**src/design/spi_pin_consts.svh**
```systemverilog
// Register map, field positions, reset values and timing counts of the serial port
`ifndef SPI_PIN_CONSTS_SVH
`define SPI_PIN_CONSTS_SVH

// Byte addresses on the register bus
`define CTRL_ADDR 4'h0
`define STAT_ADDR 4'h4
`define DATA_ADDR 4'h8
`define DIV_ADDR 4'hC

// Control register fields
`define CTRL_EN_BIT 0
`define CTRL_MST_BIT 1
`define CTRL_MODE_LSB 2

// Status register fields, the low four are write-one-to-clear
`define STAT_DONE_BIT 0
`define STAT_MODE_FAULT_FLAG_BIT 1
`define STAT_WCOL_BIT 2
`define STAT_OVR_BIT 3
`define STAT_BUSY_BIT 4
`define STAT_TXFULL_BIT 5
`define STAT_SEL_BIT 6

// Reset values
`define MODE_RESET 2'h1
`define DIV_RESET 8'h03
`define SYNC_RESET 4'h1

// Select mode codes
`define MODE_3WIRE 2'h0
`define MODE_4WIRE_IN 2'h1

// Bits per byte, and the counter value of the last bit
`define BYTE_BITS 8
`define LAST_BIT 3'h7

// Bus responses
`define RESP_OKAY 2'h0
`define RESP_SLVERR 2'h2

`endif

```
**src/design/spi_pin_pkg.sv**
```systemverilog
// Types shared by the serial port design
package spi_pin_pkg;
  typedef logic [7:0] byte_t;
  typedef logic [1:0] resp_t;
  typedef enum logic [1:0] {REG_CTRL, REG_STAT, REG_DATA, REG_DIV} reg_sel_e;

  // Maps a byte address to a register, flags unmapped ones
  function automatic logic reg_hit(input logic [3:0] addr, output reg_sel_e sel);
    sel = REG_CTRL;
    reg_hit = (addr[1:0] == 2'h0);
    case (addr[3:2])
      2'h0: sel = REG_CTRL;
      2'h1: sel = REG_STAT;
      2'h2: sel = REG_DATA;
      default: sel = REG_DIV;
    endcase
  endfunction
endpackage

```
**src/design/pin_sync.sv**
```systemverilog
// Three-stage synchroniser for pins arriving from outside the clock domain
`timescale 1ns/1ps
module pin_sync #(
  parameter int WIDTH = 4,
  parameter logic [WIDTH-1:0] RESET_VAL = '0
) (
  // Clock and reset
  input wire logic clk_sys_in,
  input wire logic rst_b_in,
  // Raw pins
  input wire logic [WIDTH-1:0] pins_in,
  // Second and third stages; a change counts once they agree
  output logic [WIDTH-1:0] stage2_out,
  output logic [WIDTH-1:0] stage3_out
);
  genvar i;
  generate
    for (i = 0; i < WIDTH; i++) begin : g_bit
      logic s1_q, s2_q, s3_q;
      // First stage is read only by the second
      always_ff @(posedge clk_sys_in) begin
        if (!rst_b_in) begin
          s1_q <= RESET_VAL[i];
          s2_q <= RESET_VAL[i];
          s3_q <= RESET_VAL[i];
        end else begin
          s1_q <= pins_in[i];
          s2_q <= s1_q;
          s3_q <= s2_q;
        end
      end
      assign stage2_out[i] = s2_q;
      assign stage3_out[i] = s3_q;
    end
  endgenerate
endmodule // pin_sync

```
**src/design/spi_pin_and_select_logic.sv**
```systemverilog
// Serial port pin drive, select modes and byte shifting behind an AXI4-Lite slave
//
// Implementation choices: the AXI4-Lite interface to the registers and the address map.
`timescale 1ns/1ps
`include "spi_pin_consts.svh"
module spi_pin_and_select_logic
  import spi_pin_pkg::*;
(
  // Clock and reset
  input wire logic clk_sys_in,
  input wire logic rst_b_in,
  // AXI4-Lite write address and data
  input wire logic [3:0] s_axi_awaddr_in,
  input wire logic s_axi_awvalid_in,
  output logic s_axi_awready_out,
  input wire logic [31:0] s_axi_wdata_in,
  input wire logic [3:0] s_axi_wstrb_in,
  input wire logic s_axi_wvalid_in,
  output logic s_axi_wready_out,
  // AXI4-Lite write response
  output logic [1:0] s_axi_bresp_out,
  output logic s_axi_bvalid_out,
  input wire logic s_axi_bready_in,
  // AXI4-Lite read
  input wire logic [3:0] s_axi_araddr_in,
  input wire logic s_axi_arvalid_in,
  output logic s_axi_arready_out,
  output logic [31:0] s_axi_rdata_out,
  output logic [1:0] s_axi_rresp_out,
  output logic s_axi_rvalid_out,
  input wire logic s_axi_rready_in,
  // Serial clock pin
  input wire logic sck_in,
  output logic sck_out,
  output logic sck_oe_out,
  // Master-to-slave data pin
  input wire logic mosi_in,
  output logic mosi_out,
  output logic mosi_oe_out,
  // Slave-to-master data pin
  input wire logic miso_in,
  output logic miso_out,
  output logic miso_oe_out,
  // Select pin and its routing
  input wire logic sel_b_in,
  output logic sel_b_out,
  output logic sel_b_oe_out,
  output logic sel_pin_mapped_out
);
  // Control and status state
  logic en_q, mst_q;
  logic [1:0] mode_q;
  logic [7:0] div_q, div_cnt_q;
  logic done_q, mode_fault_flag_q, wcol_q, ovr_q;
  // Data path state
  byte_t tx_q, sr_q, rx_q;
  logic tx_full_q, sr_full_q, rx_unread_q, bit_q;
  logic [2:0] cnt_q;
  logic sck_q, sck_lvl_q, sel_lvl_q;
  // Bus state
  logic bvalid_q, rvalid_q;
  resp_t bresp_q, rresp_q;
  logic [31:0] rdata_q;
  // Synchronised pins: {sck, mosi, miso, select}
  logic [3:0] s2, s3;

  pin_sync #(
    .WIDTH(4),
    .RESET_VAL(`SYNC_RESET)
  ) u_sync (
    .clk_sys_in(clk_sys_in),
    .rst_b_in(rst_b_in),
    .pins_in({sck_in, mosi_in, miso_in, sel_b_in}),
    .stage2_out(s2),
    .stage3_out(s3)
  );

  // Bus decode
  logic wr_hs, rd_hs, wr_ok, rd_ok;
  reg_sel_e wr_sel, rd_sel;
  logic wr_ctrl, wr_stat, wr_data, wr_div, rd_data;
  assign s_axi_awready_out = s_axi_awvalid_in & s_axi_wvalid_in & ~bvalid_q;
  assign s_axi_wready_out = s_axi_awready_out;
  assign s_axi_arready_out = ~rvalid_q;
  assign wr_hs = s_axi_awready_out;
  assign rd_hs = s_axi_arvalid_in & ~rvalid_q;
  always_comb begin
    wr_ok = reg_hit(s_axi_awaddr_in, wr_sel);
    rd_ok = reg_hit(s_axi_araddr_in, rd_sel);
  end
  // Only the low byte lane carries register data
  assign wr_ctrl = wr_hs & wr_ok & s_axi_wstrb_in[0] & (wr_sel == REG_CTRL);
  assign wr_stat = wr_hs & wr_ok & s_axi_wstrb_in[0] & (wr_sel == REG_STAT);
  assign wr_data = wr_hs & wr_ok & s_axi_wstrb_in[0] & (wr_sel == REG_DATA);
  assign wr_div = wr_hs & wr_ok & s_axi_wstrb_in[0] & (wr_sel == REG_DIV);
  assign rd_data = rd_hs & rd_ok & (rd_sel == REG_DATA);

  // Role and select decode
  logic is_master, is_slave, four_in, selected, mode_fault_flag_evt;
  assign is_master = en_q & mst_q;
  assign is_slave = en_q & ~mst_q;
  // select input only in mode 01
  assign four_in = (mode_q == `MODE_4WIRE_IN);
  // no select input means always selected
  assign selected = ~four_in | ~sel_lvl_q;
  // select pulled low disables the master
  assign mode_fault_flag_evt = is_master & four_in & ~sel_lvl_q;

  // Accepted select level; as slave in mode 01 the falling edge resets the bit counter
  logic sel_fall;
  assign sel_fall = (s2[0] == s3[0]) & ~s3[0] & sel_lvl_q;
  always_ff @(posedge clk_sys_in) begin
    if (!rst_b_in) begin
      sel_lvl_q <= 1'b1;
    end else if (s2[0] == s3[0]) begin
      sel_lvl_q <= s3[0];
    end
  end

  // Slave clock edges; level tracks even when ignored so no stale edge fires later
  logic sck_ok, s_rise, s_fall;
  assign sck_ok = (s2[3] == s3[3]);
  assign s_rise = is_slave & selected & sck_ok & s3[3] & ~sck_lvl_q;
  assign s_fall = is_slave & selected & sck_ok & ~s3[3] & sck_lvl_q;
  always_ff @(posedge clk_sys_in) begin
    if (!rst_b_in) begin
      sck_lvl_q <= 1'b0;
    end else if (sck_ok) begin
      sck_lvl_q <= s3[3];
    end
  end

  // Master clock divider; runs only while a byte is in flight
  logic m_busy, tick, m_rise, m_fall;
  assign m_busy = is_master & (sr_full_q | sck_q);
  assign tick = m_busy & (div_cnt_q == div_q);
  assign m_rise = tick & ~sck_q;
  assign m_fall = tick & sck_q;
  always_ff @(posedge clk_sys_in) begin
    if (!rst_b_in || !m_busy || tick) begin
      div_cnt_q <= 8'h00;
    end else begin
      div_cnt_q <= div_cnt_q + 8'h01;
    end
  end

  // clock made here only as master
  always_ff @(posedge clk_sys_in) begin
    if (!rst_b_in || !is_master) begin
      sck_q <= 1'b0;
    end else if (tick) begin
      sck_q <= ~sck_q;
    end
  end

  // Common shift events for both roles
  logic rise, fall, in_bit, byte_done, move;
  byte_t rx_byte;
  assign rise = m_rise | s_rise;
  assign fall = m_fall | s_fall;
  assign in_bit = mst_q ? s3[1] : s3[2];
  // eighth sampling edge ends the byte
  assign byte_done = rise & (cnt_q == `LAST_BIT);
  // first bit received lands at the top
  assign rx_byte = {sr_q[6:0], in_bit};
  assign move = tx_full_q & ~sr_full_q & (cnt_q == 3'h0) & ~sck_q & ~byte_done;

  // Bit counter
  always_ff @(posedge clk_sys_in) begin
    if (!rst_b_in || !en_q) begin
      cnt_q <= 3'h0;
    end else if (is_slave & four_in & sel_fall) begin
      cnt_q <= 3'h0;
    end else if (rise) begin
      cnt_q <= cnt_q + 3'h1;
    end
  end

  // Bit sampled on the leading edge, shifted in on the trailing one
  always_ff @(posedge clk_sys_in) begin
    if (!rst_b_in) begin
      bit_q <= 1'b0;
    end else if (rise) begin
      bit_q <= in_bit;
    end
  end

  // Shift register; the last bit stands through its sampling edge, reload waits for sck low
  always_ff @(posedge clk_sys_in) begin
    if (!rst_b_in) begin
      sr_q <= 8'h00;
      sr_full_q <= 1'b0;
    end else if (!en_q) begin
      sr_full_q <= 1'b0;
    end else if (byte_done) begin
      sr_full_q <= 1'b0;
    // shifting toward the top sends MSB first
    end else if (fall && cnt_q != 3'h0) begin
      sr_q <= {sr_q[6:0], bit_q};
    // empty shift register takes the buffer once sck is low and the bit count is zero
    end else if (move) begin
      sr_q <= tx_q;
      sr_full_q <= 1'b1;
    end
  end

  // Transmit buffer; a write while full is dropped and flagged
  always_ff @(posedge clk_sys_in) begin
    if (!rst_b_in) begin
      tx_q <= 8'h00;
      tx_full_q <= 1'b0;
    end else if (!en_q) begin
      tx_full_q <= 1'b0;
    end else if (wr_data && !tx_full_q) begin
      tx_q <= s_axi_wdata_in[7:0];
      tx_full_q <= 1'b1;
    end else if (move) begin
      tx_full_q <= 1'b0;
    end
  end

  // Receive buffer; as slave an unread byte is kept and the new one lost
  logic ovr_evt;
  assign ovr_evt = byte_done & is_slave & rx_unread_q;
  always_ff @(posedge clk_sys_in) begin
    if (!rst_b_in) begin
      rx_q <= 8'h00;
      rx_unread_q <= 1'b0;
    // finished byte copied to receive buffer
    end else if (byte_done && !ovr_evt) begin
      rx_q <= rx_byte;
      rx_unread_q <= 1'b1;
    end else if (rd_data) begin
      rx_unread_q <= 1'b0;
    end
  end

  // Control register; a mode fault beats a simultaneous software write
  always_ff @(posedge clk_sys_in) begin
    if (!rst_b_in) begin
      en_q <= 1'b0;
      mst_q <= 1'b0;
      mode_q <= `MODE_RESET;
      div_q <= `DIV_RESET;
    end else begin
      if (wr_ctrl) begin
        en_q <= s_axi_wdata_in[`CTRL_EN_BIT];
        mst_q <= s_axi_wdata_in[`CTRL_MST_BIT];
        mode_q <= s_axi_wdata_in[`CTRL_MODE_LSB+1:`CTRL_MODE_LSB];
      end
      if (mode_fault_flag_evt) begin
        en_q <= 1'b0;
        mst_q <= 1'b0;
      end
      if (wr_div) begin
        div_q <= s_axi_wdata_in[7:0];
      end
    end
  end

  // Sticky flags; a set in the same cycle as a clear wins
  logic [3:0] w1c;
  assign w1c = wr_stat ? s_axi_wdata_in[3:0] : 4'h0;
  always_ff @(posedge clk_sys_in) begin
    if (!rst_b_in) begin
      done_q <= 1'b0;
      mode_fault_flag_q <= 1'b0;
      wcol_q <= 1'b0;
      ovr_q <= 1'b0;
    end else begin
      done_q <= byte_done | (done_q & ~w1c[`STAT_DONE_BIT]);
      mode_fault_flag_q <= mode_fault_flag_evt | (mode_fault_flag_q & ~w1c[`STAT_MODE_FAULT_FLAG_BIT]);
      wcol_q <= (wr_data & tx_full_q) | (wcol_q & ~w1c[`STAT_WCOL_BIT]);
      ovr_q <= ovr_evt | (ovr_q & ~w1c[`STAT_OVR_BIT]);
    end
  end

  // Status word
  logic [31:0] stat_word;
  always_comb begin
    stat_word = 32'h0;
    stat_word[`STAT_DONE_BIT] = done_q;
    stat_word[`STAT_MODE_FAULT_FLAG_BIT] = mode_fault_flag_q;
    stat_word[`STAT_WCOL_BIT] = wcol_q;
    stat_word[`STAT_OVR_BIT] = ovr_q;
    stat_word[`STAT_BUSY_BIT] = m_busy | (is_slave & (cnt_q != 3'h0));
    stat_word[`STAT_TXFULL_BIT] = tx_full_q;
    stat_word[`STAT_SEL_BIT] = sel_lvl_q;
  end

  // Write response, one cycle after both channels are taken
  always_ff @(posedge clk_sys_in) begin
    if (!rst_b_in) begin
      bvalid_q <= 1'b0;
      bresp_q <= `RESP_OKAY;
    end else if (wr_hs) begin
      bvalid_q <= 1'b1;
      bresp_q <= wr_ok ? `RESP_OKAY : `RESP_SLVERR;
    end else if (s_axi_bready_in) begin
      bvalid_q <= 1'b0;
    end
  end

  // Read data, registered; reading the data register frees the receive buffer
  always_ff @(posedge clk_sys_in) begin
    if (!rst_b_in) begin
      rvalid_q <= 1'b0;
      rresp_q <= `RESP_OKAY;
      rdata_q <= 32'h0;
    end else if (rd_hs) begin
      rvalid_q <= 1'b1;
      rresp_q <= rd_ok ? `RESP_OKAY : `RESP_SLVERR;
      rdata_q <= 32'h0;
      if (rd_ok) begin
        case (rd_sel)
          REG_CTRL: rdata_q[3:0] <= {mode_q, mst_q, en_q};
          REG_STAT: rdata_q <= stat_word;
          REG_DATA: rdata_q[7:0] <= rx_q;
          default: rdata_q[7:0] <= div_q;
        endcase
      end
    end else if (s_axi_rready_in) begin
      rvalid_q <= 1'b0;
    end
  end

  assign s_axi_bvalid_out = bvalid_q;
  assign s_axi_bresp_out = bresp_q;
  assign s_axi_rvalid_out = rvalid_q;
  assign s_axi_rresp_out = rresp_q;
  assign s_axi_rdata_out = rdata_q;

  // Pin drive
  assign sck_out = sck_q;
  assign sck_oe_out = is_master;
  assign mosi_out = sr_q[7];
  assign mosi_oe_out = is_master;
  assign miso_out = sr_q[7];
  assign miso_oe_out = is_slave & selected;
  // select output follows the low mode bit
  assign sel_b_out = mode_q[0];
  assign sel_b_oe_out = en_q & mode_q[1];
  // no select pin in 3-wire mode
  assign sel_pin_mapped_out = (mode_q != `MODE_3WIRE);
endmodule // spi_pin_and_select_logic

```
**config.mk**
```make
export PLATFORM = sky130hd
export DESIGN_NAME = spi_pin_and_select_logic
export DESIGN_NICKNAME = d
export VERILOG_FILES = /design/src/design/spi_pin_pkg.sv /design/src/design/pin_sync.sv /design/src/design/spi_pin_and_select_logic.sv
export VERILOG_INCLUDE_DIRS = /design/src /design/src/design
export SDC_FILE = /design/constraint.sdc
export NUM_CORES = 1
export LEC_CHECK = 0
export ABC_AREA = 1
export BUFFER_PORTS_ARGS = -buffer_cell sky130_fd_sc_hd__buf_2
export CAP_MARGIN = 5
export CORE_AREA = 8 8 121 123
export DETAILED_ROUTE_END_ITERATION = 8
export DIE_AREA = 0 0 129 131
export GPL_TIMING_DRIVEN = 0
export SYNTH_ARGS = -nofsm -noshare
export SYNTH_HDL_FRONTEND = slang
export SYNTH_SLANG_ARGS = --single-unit
```
**constraint.sdc**
```tcl
create_clock -name clk_sys_in -period 3.4 [get_ports clk_sys_in]
set_input_delay 0.68 -clock clk_sys_in [delete_from_list [all_inputs] [get_ports clk_sys_in]]
set_output_delay 0.68 -clock clk_sys_in [all_outputs]
set_load 0.02 [all_outputs]
```
# [After elaboration in Yosys (flattened, before gate mapping)]
# Index checks and enable logic that the tools add are counted.
[totals] wordCells=176 out_inout_bits=50 mem_bits_ro=0 ram_bits=0 mem_count=0 inputBits=55 ff_bits=108 latchBits=0
[classes] n_shift=0 muxes=19 n_eq_ne=14 add_sub_neg=2 n_div=0 multipliers=0 n_lt_le_gt_ge=0 bitwise_logic=70 n_reduce_logical=34
[op_table] cell="1-bit AND" n=43
[op_table] cell="8-bit 2-to-1 mux" n=3
[op_table] cell="4-bit case mux with 3 select lines" n=2
[op_table] cell="1-bit inverter" n=18
[op_table] cell="2-bit logical NOT" n=6
[op_table] cell="2-bit case mux with 3 select lines" n=2
[op_table] cell="2-bit nonzero test" n=6
[op_table] cell="2-bit by 1-bit equality test with 1-bit output, second input constant" n=5
[op_table] cell="2-bit equality test, second input constant" n=5
[op_table] cell="1-bit 2-to-1 mux" n=9
[op_table] cell="1-bit bitwise OR" n=9
[op_table] cell="8-bit by 1-bit adder with 8-bit output, second input constant" n=1
[op_table] cell="8-bit equality test" n=1
[op_table] cell="1-bit logical NOT" n=6
[op_table] cell="2-bit AND reduction" n=3
[op_table] cell="1-bit logical OR" n=4
[op_table] cell="2-bit 2-to-1 mux" n=2
[op_table] cell="4-bit 2-to-1 mux" n=1
[op_table] cell="2-bit OR reduction" n=2
[op_table] cell="3-bit by 1-bit adder with 3-bit output, second input constant" n=1
[op_table] cell="3-bit equality test, second input constant" n=1
[op_table] cell="1-bit logical AND" n=3
[op_table] cell="3-bit logical NOT" n=1
[op_table] cell="3-bit AND reduction" n=1
[op_table] cell="other kinds (3)" n=4

# [Longest topological paths before layout]
# Gate-level depths: netlist of the first run.
[logic_depth] ltp_word=14 mapped_depth=14 mapped_depth_nobuf=13

# [Hierarchy]
# From an unflattened synthesis of the first run, not the netlist that was laid out.
[unflattened] cells_unflattened=509 area_unflattened_um2=3828.7
[by_module_without_submodules] mod="spi_pin_and_select_logic" instances=1 cells_per_inst=464 seq_area_each_um2=1401.3 area_per_inst_um2=3427.0
[by_module_without_submodules] mod="pin_sync" instances=1 cells_per_inst=45 seq_area_each_um2=240.2 area_per_inst_um2=401.6

# [Worst setup path after synthesis of the first run]
# OpenSTA, ideal clock, no wires.
[synth_timing] path_kind="input-to-reg" startpoint="input port s_axi_awvalid_in" endpoint="register mst_q" setup_slack_ns=1.272 path_buffers=0 stages=9 setup_time_ns=0.119 arrival_ns=2.008 required_time_ns=3.281 cell_sequence="nand2_1 -> nor2_2 -> nand2_1 -> nor2_2 -> inv_1 -> nor3_1 -> inv_1 -> o21ai_0 -> a21oi_1"
[synth_via] elab_chain_cells=5
[synth_rtl] item="start, declared" line="spi_pin_and_select_logic.sv:14" text="input wire logic s_axi_awvalid_in,"
[synth_rtl] item="1-bit AND (2 in a row)" line="spi_pin_and_select_logic.sv:82" text="assign s_axi_awready_out = s_axi_awvalid_in & s_axi_wvalid_in & ~bvalid_q;"
[synth_rtl] item="via s_axi_awready_out" line="spi_pin_and_select_logic.sv:15" text="output logic s_axi_awready_out,"
[synth_rtl] item="1-bit AND (3 in a row)" line="spi_pin_and_select_logic.sv:92" text="assign wr_ctrl = wr_hs & wr_ok & s_axi_wstrb_in[0] & (wr_sel == REG_CTRL);"
[synth_rtl] item="end signal, assigned" line="spi_pin_and_select_logic.sv:248" text="mst_q <= s_axi_wdata_in[`CTRL_MST_BIT];"
[synth_rtl] item="end, declared" line="spi_pin_and_select_logic.sv:51" text="logic en_q, mst_q;"
# The timed path passes the listed nets, and every way through them passes these cells.
# A chain may end at the register's enable or synchronous reset.

# [Final worst setup path of the first run]
[layout_timing] startpoint="input port s_axi_awvalid_in" endpoint="register tx_q[4]"
[layout_via] elab_chain_cells=7
[layout_rtl] item="1-bit AND (2 in a row)" line="spi_pin_and_select_logic.sv:82"
[layout_rtl] item="1-bit AND (3 in a row)" line="spi_pin_and_select_logic.sv:94" text="assign wr_data = wr_hs & wr_ok & s_axi_wstrb_in[0] & (wr_sel == REG_DATA);"
[layout_rtl] item="1-bit logical AND" line="spi_pin_and_select_logic.sv:214" text="end else if (wr_data && !tx_full_q) begin"
[layout_rtl] item="2-bit AND reduction (no source line)"
[layout_rtl] item="end signal, assigned" line="spi_pin_and_select_logic.sv:215" text="tx_q <= s_axi_wdata_in[7:0];"
[layout_rtl] item="end, declared" line="spi_pin_and_select_logic.sv:56" text="byte_t tx_q, sr_q, rx_q;"
# No other way between the ends.

==> impl_metrics.csv, run 1 <==
group,metric,value,unit
status,outcome,"finished clean",
layout,drive_gt1_frac,0.198,
clock_network,cts_tree,"done",
power,ir_drop,228,uV
layout,finalNonFillerCells,767,
setup_path,required,3.57,ns
synthesis,yosysTopAreaCell,"dfxtp_1",
clock_network,postCtsSetupBuffers,0,
drt,ant_nets,0,
timing,clock_skew,0.00676,ns
timing,hold_violations,0,
synthesis,synth.area.top_cells,"dfxtp_1 (44%), nand2_1 (10%), a21oi_1 (6.4%), inv_1 (6.3%), buf_4 (5.8%)",
drt,dr_total_vias,3345,
clock_network,htree_levels,3,
clock_network,cts-resized-gates,0,
layout,final_nets,649,
place,port_buffers,50,
setup_path,timing_worst_setup_path_type,"input pin to flip-flop",
synthesis,syn-instance-count,503,
synthesis,yosysWarnings,0,
timing,holdWs,0.407,ns
power,finalPower,2120,uW
synthesis,synth_top_cell_area_share,0.439,
synthesis,synth_area,0.00374,mm^2
timing,tightestPinTransition,0.945,ns
setup_path,crit_path_start_kind,"input pin",
global_routing,grt_pass1_wl,15700,um
power,cellLeakagePower,0.00218,uW
layout,antenna_cells,0,
place,gp_congestion,0.800,
synthesis,synth_commonest_cells,"nand2_1 (100), dfxtp_1 (82), inv_1 (63)",
synthesis,ys.flop_type,"dfxtp_1",
setup_path,r2r_end,"tx_q[4]",
clock_network,clock_latency,0.33,ns
setup_path,critical_path.max_fanout,8,
place,dp.cells,754,
hold_path,min-delay-path-class,"flip-flop to flip-flop",
floorplan,core_area,0.0129,mm^2
drt,drc_errors,0,
setup_path,crit_arrival,2.38,ns
global_routing,grt_max_degree,13,
layout,area_growth,23.0,%
timing,timing.setup.tns,0,ns
place,hpwl,7590,um
timing,max_freq,0.454,GHz
synthesis,ys_seq_area_frac,0.439,
setup_path,end_kind,"flip-flop",
timing,rsz0062_at_grt,"false",
clock_network,cts.sinks,82,
timing,slew_headroom,0.365,
global_routing,antenna_found_initial,0,
floorplan,initial_core_util,0.290,
timing,drv_slew,0,
global_routing,overflow,0,
synthesis,yosysMostFrequentCell,"nand2_1",
clock_network,cts.path.max_buffers,2,
floorplan,dieArea,0.0169,mm^2
hold_path,worstHoldEndpoint,"u_sync.g_bit[2].s2_q",
global_routing,grt_pass1_vias,3075,
power,power_density,461,mW/mm^2
timing,setup_viol,0,
setup_path,reg2reg_depth,6,
floorplan,io_pins,105,
hold_path,hp-start,"u_sync.g_bit[2].s1_q",
global_routing,track_usage,0.118,
synthesis,synth-seq-cells,82,
drt,route.final.wire_length,9720,um
clock_network,cts_root_buffer,"clkbuf_16",
clock_network,numCtsBuffers,9,
drt,drt_iter0_drc,190,
timing,finalCriticalPeriod,2.21,ns
drt,drtPass1Iterations,5,
job,cap_violations,0,
layout,fill_cells,1335,
drt,via_per_inst,4.36,
setup_path,reg2reg_setup_slack,1.32,ns
floorplan,rows,42,
floorplan,die_y,131,um
synthesis,async_reset_ff_frac,0,
clock_network,postCtsHoldBufs,0,
hold_path,hold-path-cell-count,2,
synthesis,synth_cell_types,32,
floorplan,chipWidth,129,um
setup_path,r2r-start,"s_axi_bvalid_out",
clock_network,clkTransAtPathRegs,0.06,ns
timing,period_share,0.649,
drt,post_drt_wl_per_cell,12.7,um
synthesis,synth_area_per_cell,7.43,um^2
synthesis,synth_edf_count,0,
==> stage by stage <==
step | cell area (um^2) | worst slack [ns] | util
global placement | 4300 | 0.931 | 0.334
detailed placement | 4300 | 0.869 | 0.334
finish | 4600 | 1.19 | 0.357
CTS | 4600 | 1.22 | 0.357
floorplan | 3830 | 1.27 | -
global route | 4600 | 0.993 | 0.357
==> per-layer routing <==
metal | track usage | wire [um] | up-vias
li1 | - | - | 1727
met1 | 0.148 | 4420 | 1484
met2 | 0.182 | 4180 | 123
met3 | 0.0544 | 1010 | 11
met4 | 0.0263 | 106 | 0
met5 | 0 | 0 | -
==> cells by family (layout without fill, tap and decap cells) <==
group	count (synthesis)	in the layout	share of synthesized area
simple gates	192	192	0.224
compound gates	107	107	0.153
buf+inv	107	170	0.145
flops	82	82	0.439
xor+xnor	9	9	0.0211
fa+ha+maj	5	5	0.0167
other cells	1	26	0.00100
==> layout by cell type (no fill, tap or decap), types with 3 or more instances in the layout <==
| master | count |
|---|---|
| a31oi_1 | 4 |
| xnor2_1 | 7 |
| inv_2 | 3 |
| nand2_4 | 3 |
| o21ai_0 | 42 |
| nor2_1 | 40 |
| ha_1 | 5 |
| clkbuf_16 | 9 |
| nand3_1 | 25 |
| conb_1 | 26 |
| o211ai_1 | 6 |
| buf_4 | 29 |
| clkbuf_1 | 6 |
| buf_2 | 51 |
| dfxtp_1 | 82 |
| inv_1 | 63 |
| nand2_2 | 5 |
| nor3_1 | 6 |
| nand2_1 | 100 |
| nor2_2 | 5 |
| a21oi_1 | 48 |
| buf_6 | 4 |
==> where the power goes <==
part	leakage, uW	internal (uW)	switching, uW	total (uW)
logic	0.00137	52.2	96.4	149
registers	0.000664	973	5.73	978
clock network	0.000147	628	366	994
==> layout make-up <==
cell class | count | area, um^2 | share of cell area
repair buffers | 50 | 250 | 0.0544
inverters | 66 | 248 | 0.0539
clock buffers | 9 | 225 | 0.0490
multi-input cells | 339 | 1650 | 0.359
well taps | 176 | 220 | 0.0479
flip-flops and latches | 82 | 1640 | 0.357
clock inverters | 4 | 70.1 | 0.0152
plain buffers | 41 | 294 | 0.0639
==> worst max path at each step <==
stage / startpoint / end / slack, ns / cells after the start
final: s_axi_awvalid_in / tx_q[4] / 1.19 / 8
after global routing: s_axi_awvalid_in / tx_q[4] / 0.99 / 8
after CTS: s_axi_awvalid_in / tx_q[4] / 1.22 / 8
after detailed placement: s_axi_awvalid_in / tx_q[4] / 0.87 / 8
after global placement: s_axi_awvalid_in / tx_q[1] / 0.93 / 8
after floorplan: s_axi_awvalid_in / mst_q / 1.27 / 9
==> flip-flops by register name (all words and copies together) (netlist names), 2 cells and up <==
signal             flops
rx_q                   8
cnt_q                  3
u_sync.g_bit.s2_q      4
sr_q                   8
u_sync.g_bit.s1_q      4
s_axi_rdata_out        8
mode_q                 2
tx_q                   8
u_sync.g_bit.s3_q      4
div_cnt_q              8
div_q                  8
==> worst max-delay path: stages <==
cell and delay, ns:
buf_2 0.07, nand2_1 0.06, nor2_2 0.18, nand2_1 0.09, nor2_2 0.21, nand3_1 0.17
nor3_1 0.75, a21oi_1 0.17
Power figures use the tool's default switching activity.
==> inputs of run 2 (changes only) <==
--- a/config.mk
+++ b/config.mk
@@ -6,12 +6,12 @@
 export SDC_FILE = /design/constraint.sdc
 export NUM_CORES = 1
 export LEC_CHECK = 0
-export ABC_AREA = 1
+export ABC_AREA = 0
 export BUFFER_PORTS_ARGS = -buffer_cell sky130_fd_sc_hd__buf_2
 export CAP_MARGIN = 5
-export CORE_AREA = 8 8 121 123
+export CORE_AREA = 8 8 120 122
 export DETAILED_ROUTE_END_ITERATION = 8
-export DIE_AREA = 0 0 129 131
+export DIE_AREA = 0 0 128 130
 export GPL_TIMING_DRIVEN = 0
 export SYNTH_ARGS = -nofsm -noshare
 export SYNTH_HDL_FRONTEND = slang
==> constraint.sdc (replaced) <==
create_clock -name clk_sys_in -period 1.9 [get_ports clk_sys_in]
set_input_delay 0.38 -clock clk_sys_in [delete_from_list [all_inputs] [get_ports clk_sys_in]]
set_output_delay 0.38 -clock clk_sys_in [all_outputs]
set_load 0.02 [all_outputs]
==> impl_metrics.csv, run 2 <==
group,metric,value,unit
place,dp.cells,636,
setup_path,reg2reg_setup_slack,-0.10,ns
hold_path,hold-path-cell-count,2,
timing,rsz0062_at_grt,"true",
setup_path,cp_num_buf_inv,1,
hold_path,min-delay-path-class,"input pin to flip-flop",
layout,drive_gt1_frac,0.314,
floorplan,initial_core_util,0.294,
job,cap_violations,0,
setup_path,r2r-start,"cnt_q[0]",
status,outcome,"finished, violations left",
global_routing,grt_pass1_vias,2832,
setup_path,critical_path.max_fanout,8,
floorplan,core_area,0.0124,mm^2
layout,finalNonFillerCells,666,
synthesis,yosysTopAreaCell,"dfxtp_1",
global_routing,antenna_found_initial,0,
place,hpwl,7040,um
setup_path,timing.critical_path.slowest_cell_delay,0.44,ns
synthesis,async_reset_ff_frac,0,
clock_network,cts.path.max_buffers,2,
synthesis,yosysWarnings,0,
power,ir_drop,382,uV
timing,finalCriticalPeriod,2.00,ns
status,violations,"negative setup slack",
layout,final_cell_mix,"dfxtp_1 (73), nor2_1 (50), buf_2 (49)",
clock_network,cts.sinks,82,
synthesis,ys_seq_area_frac,0.449,
drt,post_drt_wl_per_cell,14.5,um
synthesis,synth-seq-cells,82,
global_routing,grt_use_met1,0.131,
layout,antenna_cells,0,
synthesis,syn-instance-count,390,
setup_path,required,2.16,ns
setup_path,cp-endpoint,"sr_q[7]",
setup_path,crit_family,"compound AO/OA/AOI/OAI gates",
setup_path,crit_arrival,2.26,ns
global_routing,use_met3,0.0449,
setup_path,reg2reg_depth,8,
setup_path,path_cells,"inv_1 > ha_1 > nor2b_1 > nor4b_2 > nand2_1 > o31a_1 > a221o_4 > a21oi_2",
floorplan,die_y,130,um
layout,area_growth,31.7,%
timing,tightestPinTransition,0.703,ns
timing,max_freq,0.500,GHz
clock_network,htree_levels,3,
synthesis,synth_edf_count,0,
synthesis,synth_cell_types,45,
floorplan,rows,41,
synthesis,synth.area.top_cells,"dfxtp_1 (45%), mux2i_1 (9.3%), buf_4 (6.0%), nor2_1 (5.2%), nand2_1 (3.3%)",
global_routing,overflow,0,
clock_network,cts_tree,"done",
global_routing,grt_pass1_wl,14800,um
clock_network,clkTransAtPathRegs,0.06,ns
timing,setup_slack,-0.100,ns
drt,ant_nets,0,
drt,route.final.wire_length,9630,um
clock_network,clock_latency,0.33,ns
global_routing,grt_max_degree,16,
timing,drv_slew,0,
floorplan,chipWidth,128,um
floorplan,dieArea,0.0166,mm^2
synthesis,yosysMostFrequentCell,"dfxtp_1",
timing,slew_headroom,0.531,
drt,via_per_inst,4.39,
drt,drtPass1Iterations,4,
synthesis,synth_area,0.00365,mm^2
synthesis,synth_area_per_cell,9.37,um^2
clock_network,numCtsBuffers,9,
floorplan,io_pins,105,
global_routing,grt_util_met2,0.193,
synthesis,synth_commonest_cells,"dfxtp_1 (82), nor2_1 (51), mux2i_1 (34)",
power,cellLeakagePower,0.00203,uW
drt,dr_total_vias,2925,
clock_network,postCtsHoldBufs,0,
timing,holdWs,0.224,ns
timing,clock_skew,0.00677,ns
setup_path,timing_worst_setup_path_type,"flip-flop to flip-flop",
setup_path,crit_path_start_kind,"flip-flop",
setup_path,cp_num_cells,8,
setup_path,critPathLaunch,"cnt_q[0]",
layout,final_nets,549,
timing,period_share,1.05,
setup_path,r2r_end,"sr_q[7]",
drt,drc_errors,0,
place,gp_congestion,0.826,
global_routing,grt_busiest_layer,"met2",
timing,setup_viol,20,
timing,hold_violations,0,
drt,drt_iter0_drc,134,
setup_path,slowest_stage,"a221o_4",
layout,final_common_cell,"dfxtp_1",
clock_network,cts_root_buffer,"clkbuf_16",
timing,timing.setup.tns,-1.01,ns
synthesis,ys.flop_type,"dfxtp_1",
setup_path,end_kind,"flip-flop",
global_routing,track_usage,0.114,
place,port_buffers,49,
synthesis,synth_top_cell_area_share,0.449,
power,power_density,756,mW/mm^2
-- run 2: changes by cell type in the layout (fill, tap and decap cells not counted), sizes merged, moves of 8 or more --
cell / change
a21oi: -32
and2: +10
buf: +11
inv: -45
mux2i: +34
nand2: -75
nand3: -15
o21ai: -37
o221ai: +8
xor2: +9
-- run 2: how the worst min path moves through the flow --
stage                     slack [ns]                    to                  from
final                           0.22  u_sync.g_bit[0].s1_q              sel_b_in
after CTS                       0.22  u_sync.g_bit[0].s1_q              sel_b_in
after floorplan                 0.39  u_sync.g_bit[0].s2_q  u_sync.g_bit[0].s1_q
after global placement          0.39  u_sync.g_bit[0].s2_q  u_sync.g_bit[0].s1_q
after detailed placement        0.41  u_sync.g_bit[0].s3_q  u_sync.g_bit[0].s2_q
after global routing            0.22  u_sync.g_bit[0].s1_q              sel_b_in
-- run 2: cell families (layout without fill, tap and decap cells) --
kind of cell               after synthesis  in the layout  share of synthesized area
other                                    1             26                    0.00103
buffers and inverters                   65            144                     0.0993
AOI/OAI and AO/OA                       46             46                     0.0897
adders and majority gates                5              5                     0.0171
DFF                                     82             82                      0.449
and+or+nand+nor                        135            135                      0.180
muxes                                   40             40                      0.125
xor gates and xnor gates                16             16                     0.0384
-- run 2: through the flow --
step	setup WS, ns	power [uW]	area (um^2)	util
finish	-0.100	3640	4810	0.388
detailed placement	-0.456	2050	4220	0.340
global route	-0.215	3780	4810	0.388
global placement	-0.404	2040	4220	0.340
CTS	-0.283	3660	4680	0.377
floorplan	-0.0164	1970	3760	-
-- run 2: layer usage --
layer	share of wire	wire, um	vias to the layer above
met4	0.014	137	0
met3	0.077	744	12
met1	0.44	4210	1369
met2	0.47	4540	77
li1	-	-	1467
met5	0	0	-
-- run 2: what timing repair did --
item,CTS,global route
cloned,1,0
endpoints found under the setup margin,38,42
buffers inserted,10,5
pin swaps,17,14
gates resized for setup,26,26
-- run 2: layout make-up --
class,instances,area [um^2]
Timing Repair Buffer,64,380
Fill cell,1243,7600
Clock buffer,9,225
Buffer,44,293
Tap cell,172,215
Sequential cell,82,1660
Clock inverter,7,53.8
Multi-Input combinational cell,268,1910
Inverter,20,75.1
-- run 2: power by group --
group | leakage (uW) | internal [uW] | switching [uW] | total (uW)
clock | 0.000128 | 893 | 724 | 1620
combinational | 0.00123 | 105 | 170 | 275
sequential | 0.000668 | 1730 | 10.3 | 1740
-- run 2: worst register-to-register path, stage by stage, from the launching register on --
cell	delay, ns
dfxtp_1	0.40
inv_1	0.07
ha_1	0.19
nor2b_1	0.18
nor4b_2	0.24
nand2_1	0.11
o31a_1	0.13
a221o_4	0.44
a21oi_2	0.17
==> inputs of run 3 (changes only) <==
--- a/config.mk
+++ b/config.mk
@@ -10,9 +10,11 @@
 export BUFFER_PORTS_ARGS = -buffer_cell sky130_fd_sc_hd__buf_2
 export CAP_MARGIN = 5
 export CORE_AREA = 8 8 120 122
+export CTS_CLUSTER_DIAMETER = 40
 export DETAILED_ROUTE_END_ITERATION = 8
 export DIE_AREA = 0 0 128 130
 export GPL_TIMING_DRIVEN = 0
+export SETUP_SLACK_MARGIN = 0.05
 export SYNTH_ARGS = -nofsm -noshare
 export SYNTH_HDL_FRONTEND = slang
 export SYNTH_SLANG_ARGS = --single-unit
==> impl_metrics.csv, run 3 (synthesized netlist as in run 2, its figures left out) <==
group,metric,value,unit
status,outcome,"finished, violations left",
timing,drv_slew,0,
clock_network,numCtsBuffers,9,
setup_path,r2r-start,"div_cnt_q[3]",
drt,ant_nets,0,
floorplan,die_y,130,um
place,gp_congestion,0.816,
place,postPlaceCellArea,0.00423,mm^2
global_routing,grt_pass1_wl,15400,um
drt,route.final.wire_length,9800,um
clock_network,htree_levels,3,
floorplan,rows,41,
setup_path,critical_path.max_fanout,8,
layout,finalInstanceArea,0.00484,mm^2
global_routing,antenna_found_initial,0,
layout,antenna_cells,0,
place,hpwl,7110,um
power,power_density,818,mW/mm^2
layout,final_nets,546,
timing,tightestPinTransition,0.699,ns
setup_path,critPathLaunch,"div_cnt_q[3]",
layout,post-route-util,0.390,
setup_path,timing_worst_setup_path_type,"flip-flop to flip-flop",
drt,drtPass1Iterations,4,
global_routing,track_usage,0.120,
layout,final_common_cell,"dfxtp_1",
timing,clock_skew,0.00773,ns
floorplan,dieArea,0.0166,mm^2
drt,via_per_inst,4.48,
global_routing,grt_max_degree,15,
timing,period_share,1.09,
setup_path,r2r_end,"sr_q[2]",
place,port_buffers,49,
timing,max_freq,0.483,GHz
job,cap_violations,0,
floorplan,initial_core_util,0.294,
power,cellLeakagePower,0.00205,uW
clock_network,clock_latency,0.34,ns
hold_path,hold-path-cell-count,2,
setup_path,reg2reg_depth,6,
clock_network,cts_root_buffer,"clkbuf_16",
setup_path,crit_path_start_kind,"flip-flop",
drt,drt_iter0_drc,219,
status,violations,"negative setup slack",
clock_network,cts_tree,"done",
clock_network,cts.path.max_buffers,2,
hold_path,min-delay-path-class,"input pin to flip-flop",
floorplan,io_pins,105,
place,dp_slack,-0.456,ns
timing,setup_viol,22,
layout,drive_gt1_frac,0.310,
clock_network,cts.sinks,82,
setup_path,required,2.17,ns
power,ir_drop,460,uV
timing,hold_violations,0,
hold_path,hp-start,"sel_b_in",
floorplan,chipWidth,128,um
timing,slew_headroom,0.534,
drt,drc_errors,0,
layout,final_cell_mix,"dfxtp_1 (74), nor2_1 (50), buf_2 (49)",
setup_path,end_kind,"flip-flop",
timing,setup_slack,-0.169,ns
floorplan,core_area,0.0124,mm^2
global_routing,overflow,0,
drt,dr_total_vias,2968,
drt,post_drt_wl_per_cell,14.8,um
timing,rsz0062_at_grt,"true",
hold_path,worstHoldEndpoint,"u_sync.g_bit[0].s1_q",
global_routing,grt_pass1_vias,3011,
layout,area_growth,32.4,%
clock_network,clkTransAtPathRegs,0.07,ns
timing,finalCriticalPeriod,2.07,ns
setup_path,reg2reg_setup_slack,-0.17,ns
setup_path,crit_arrival,2.34,ns
run 3: stage by stage:
stage               hold slack [ns]  std cells  power [uW]  TNS (ns)
floorplan                     0.386        415        1970   -0.0605
global placement              0.391        636        2040     -8.00
detailed placement            0.399        636        2050     -9.47
CTS                           0.219        662        3970     -1.76
global route                  0.233        663        4100     -4.77
finish                        0.223        663        3960     -2.43
run 3: worst max-delay path by stage:
stage,slack [ns],endpoint
2_1_floorplan,-0.008,sr_q[0]
3_3_place_gp,-0.40,rx_unread_q
3_5_place_dp,-0.46,rx_unread_q
4_1_cts,-0.15,sr_q[5]
5_1_grt,-0.26,sr_q[5]
6_report,-0.17,sr_q[2]
run 3: repair_timing:
item	in CTS	in global routing
setup endpoints to repair	42	58
pin swaps	5	14
hold buffers	0	0
buffers inserted	9	3
resized for setup	15	32
gates cloned	1	0
hold endpoints to repair	0	0
run 3: area by class of cell:
| type | instances | area [um^2] |
|---|---|---|
| clock buffer | 11 | 253 |
| sequential | 82 | 1660 |
| fill | 1247 | 7580 |
| tap | 172 | 215 |
| multi-input combinational | 268 | 1900 |
| timing repair buffer | 62 | 354 |
| clock inverter | 5 | 83.8 |
| inverter | 20 | 75.1 |
| buffer | 43 | 294 |
run 3: power breakdown:
part	switching, uW	internal, uW
Sequential	10.3	1730
Combinational	171	105
Clock	713	1230
Total	895	3070
run 3: routing by layer:
layer | share of wire | global-route usage
met5 | 0 | 0
met4 | 0.025 | 0.0685
met3 | 0.080 | 0.0359
met2 | 0.46 | 0.194
met1 | 0.44 | 0.139
run 3: worst max-delay path, cell delays in order, from the launching register on:
cell	delay [ns]
dfxtp_4	0.36
xor2_2	0.18
nor4_4	0.31
nand4_4	0.15
o31a_1	0.36
a221o_4	0.49
a21oi_2	0.15
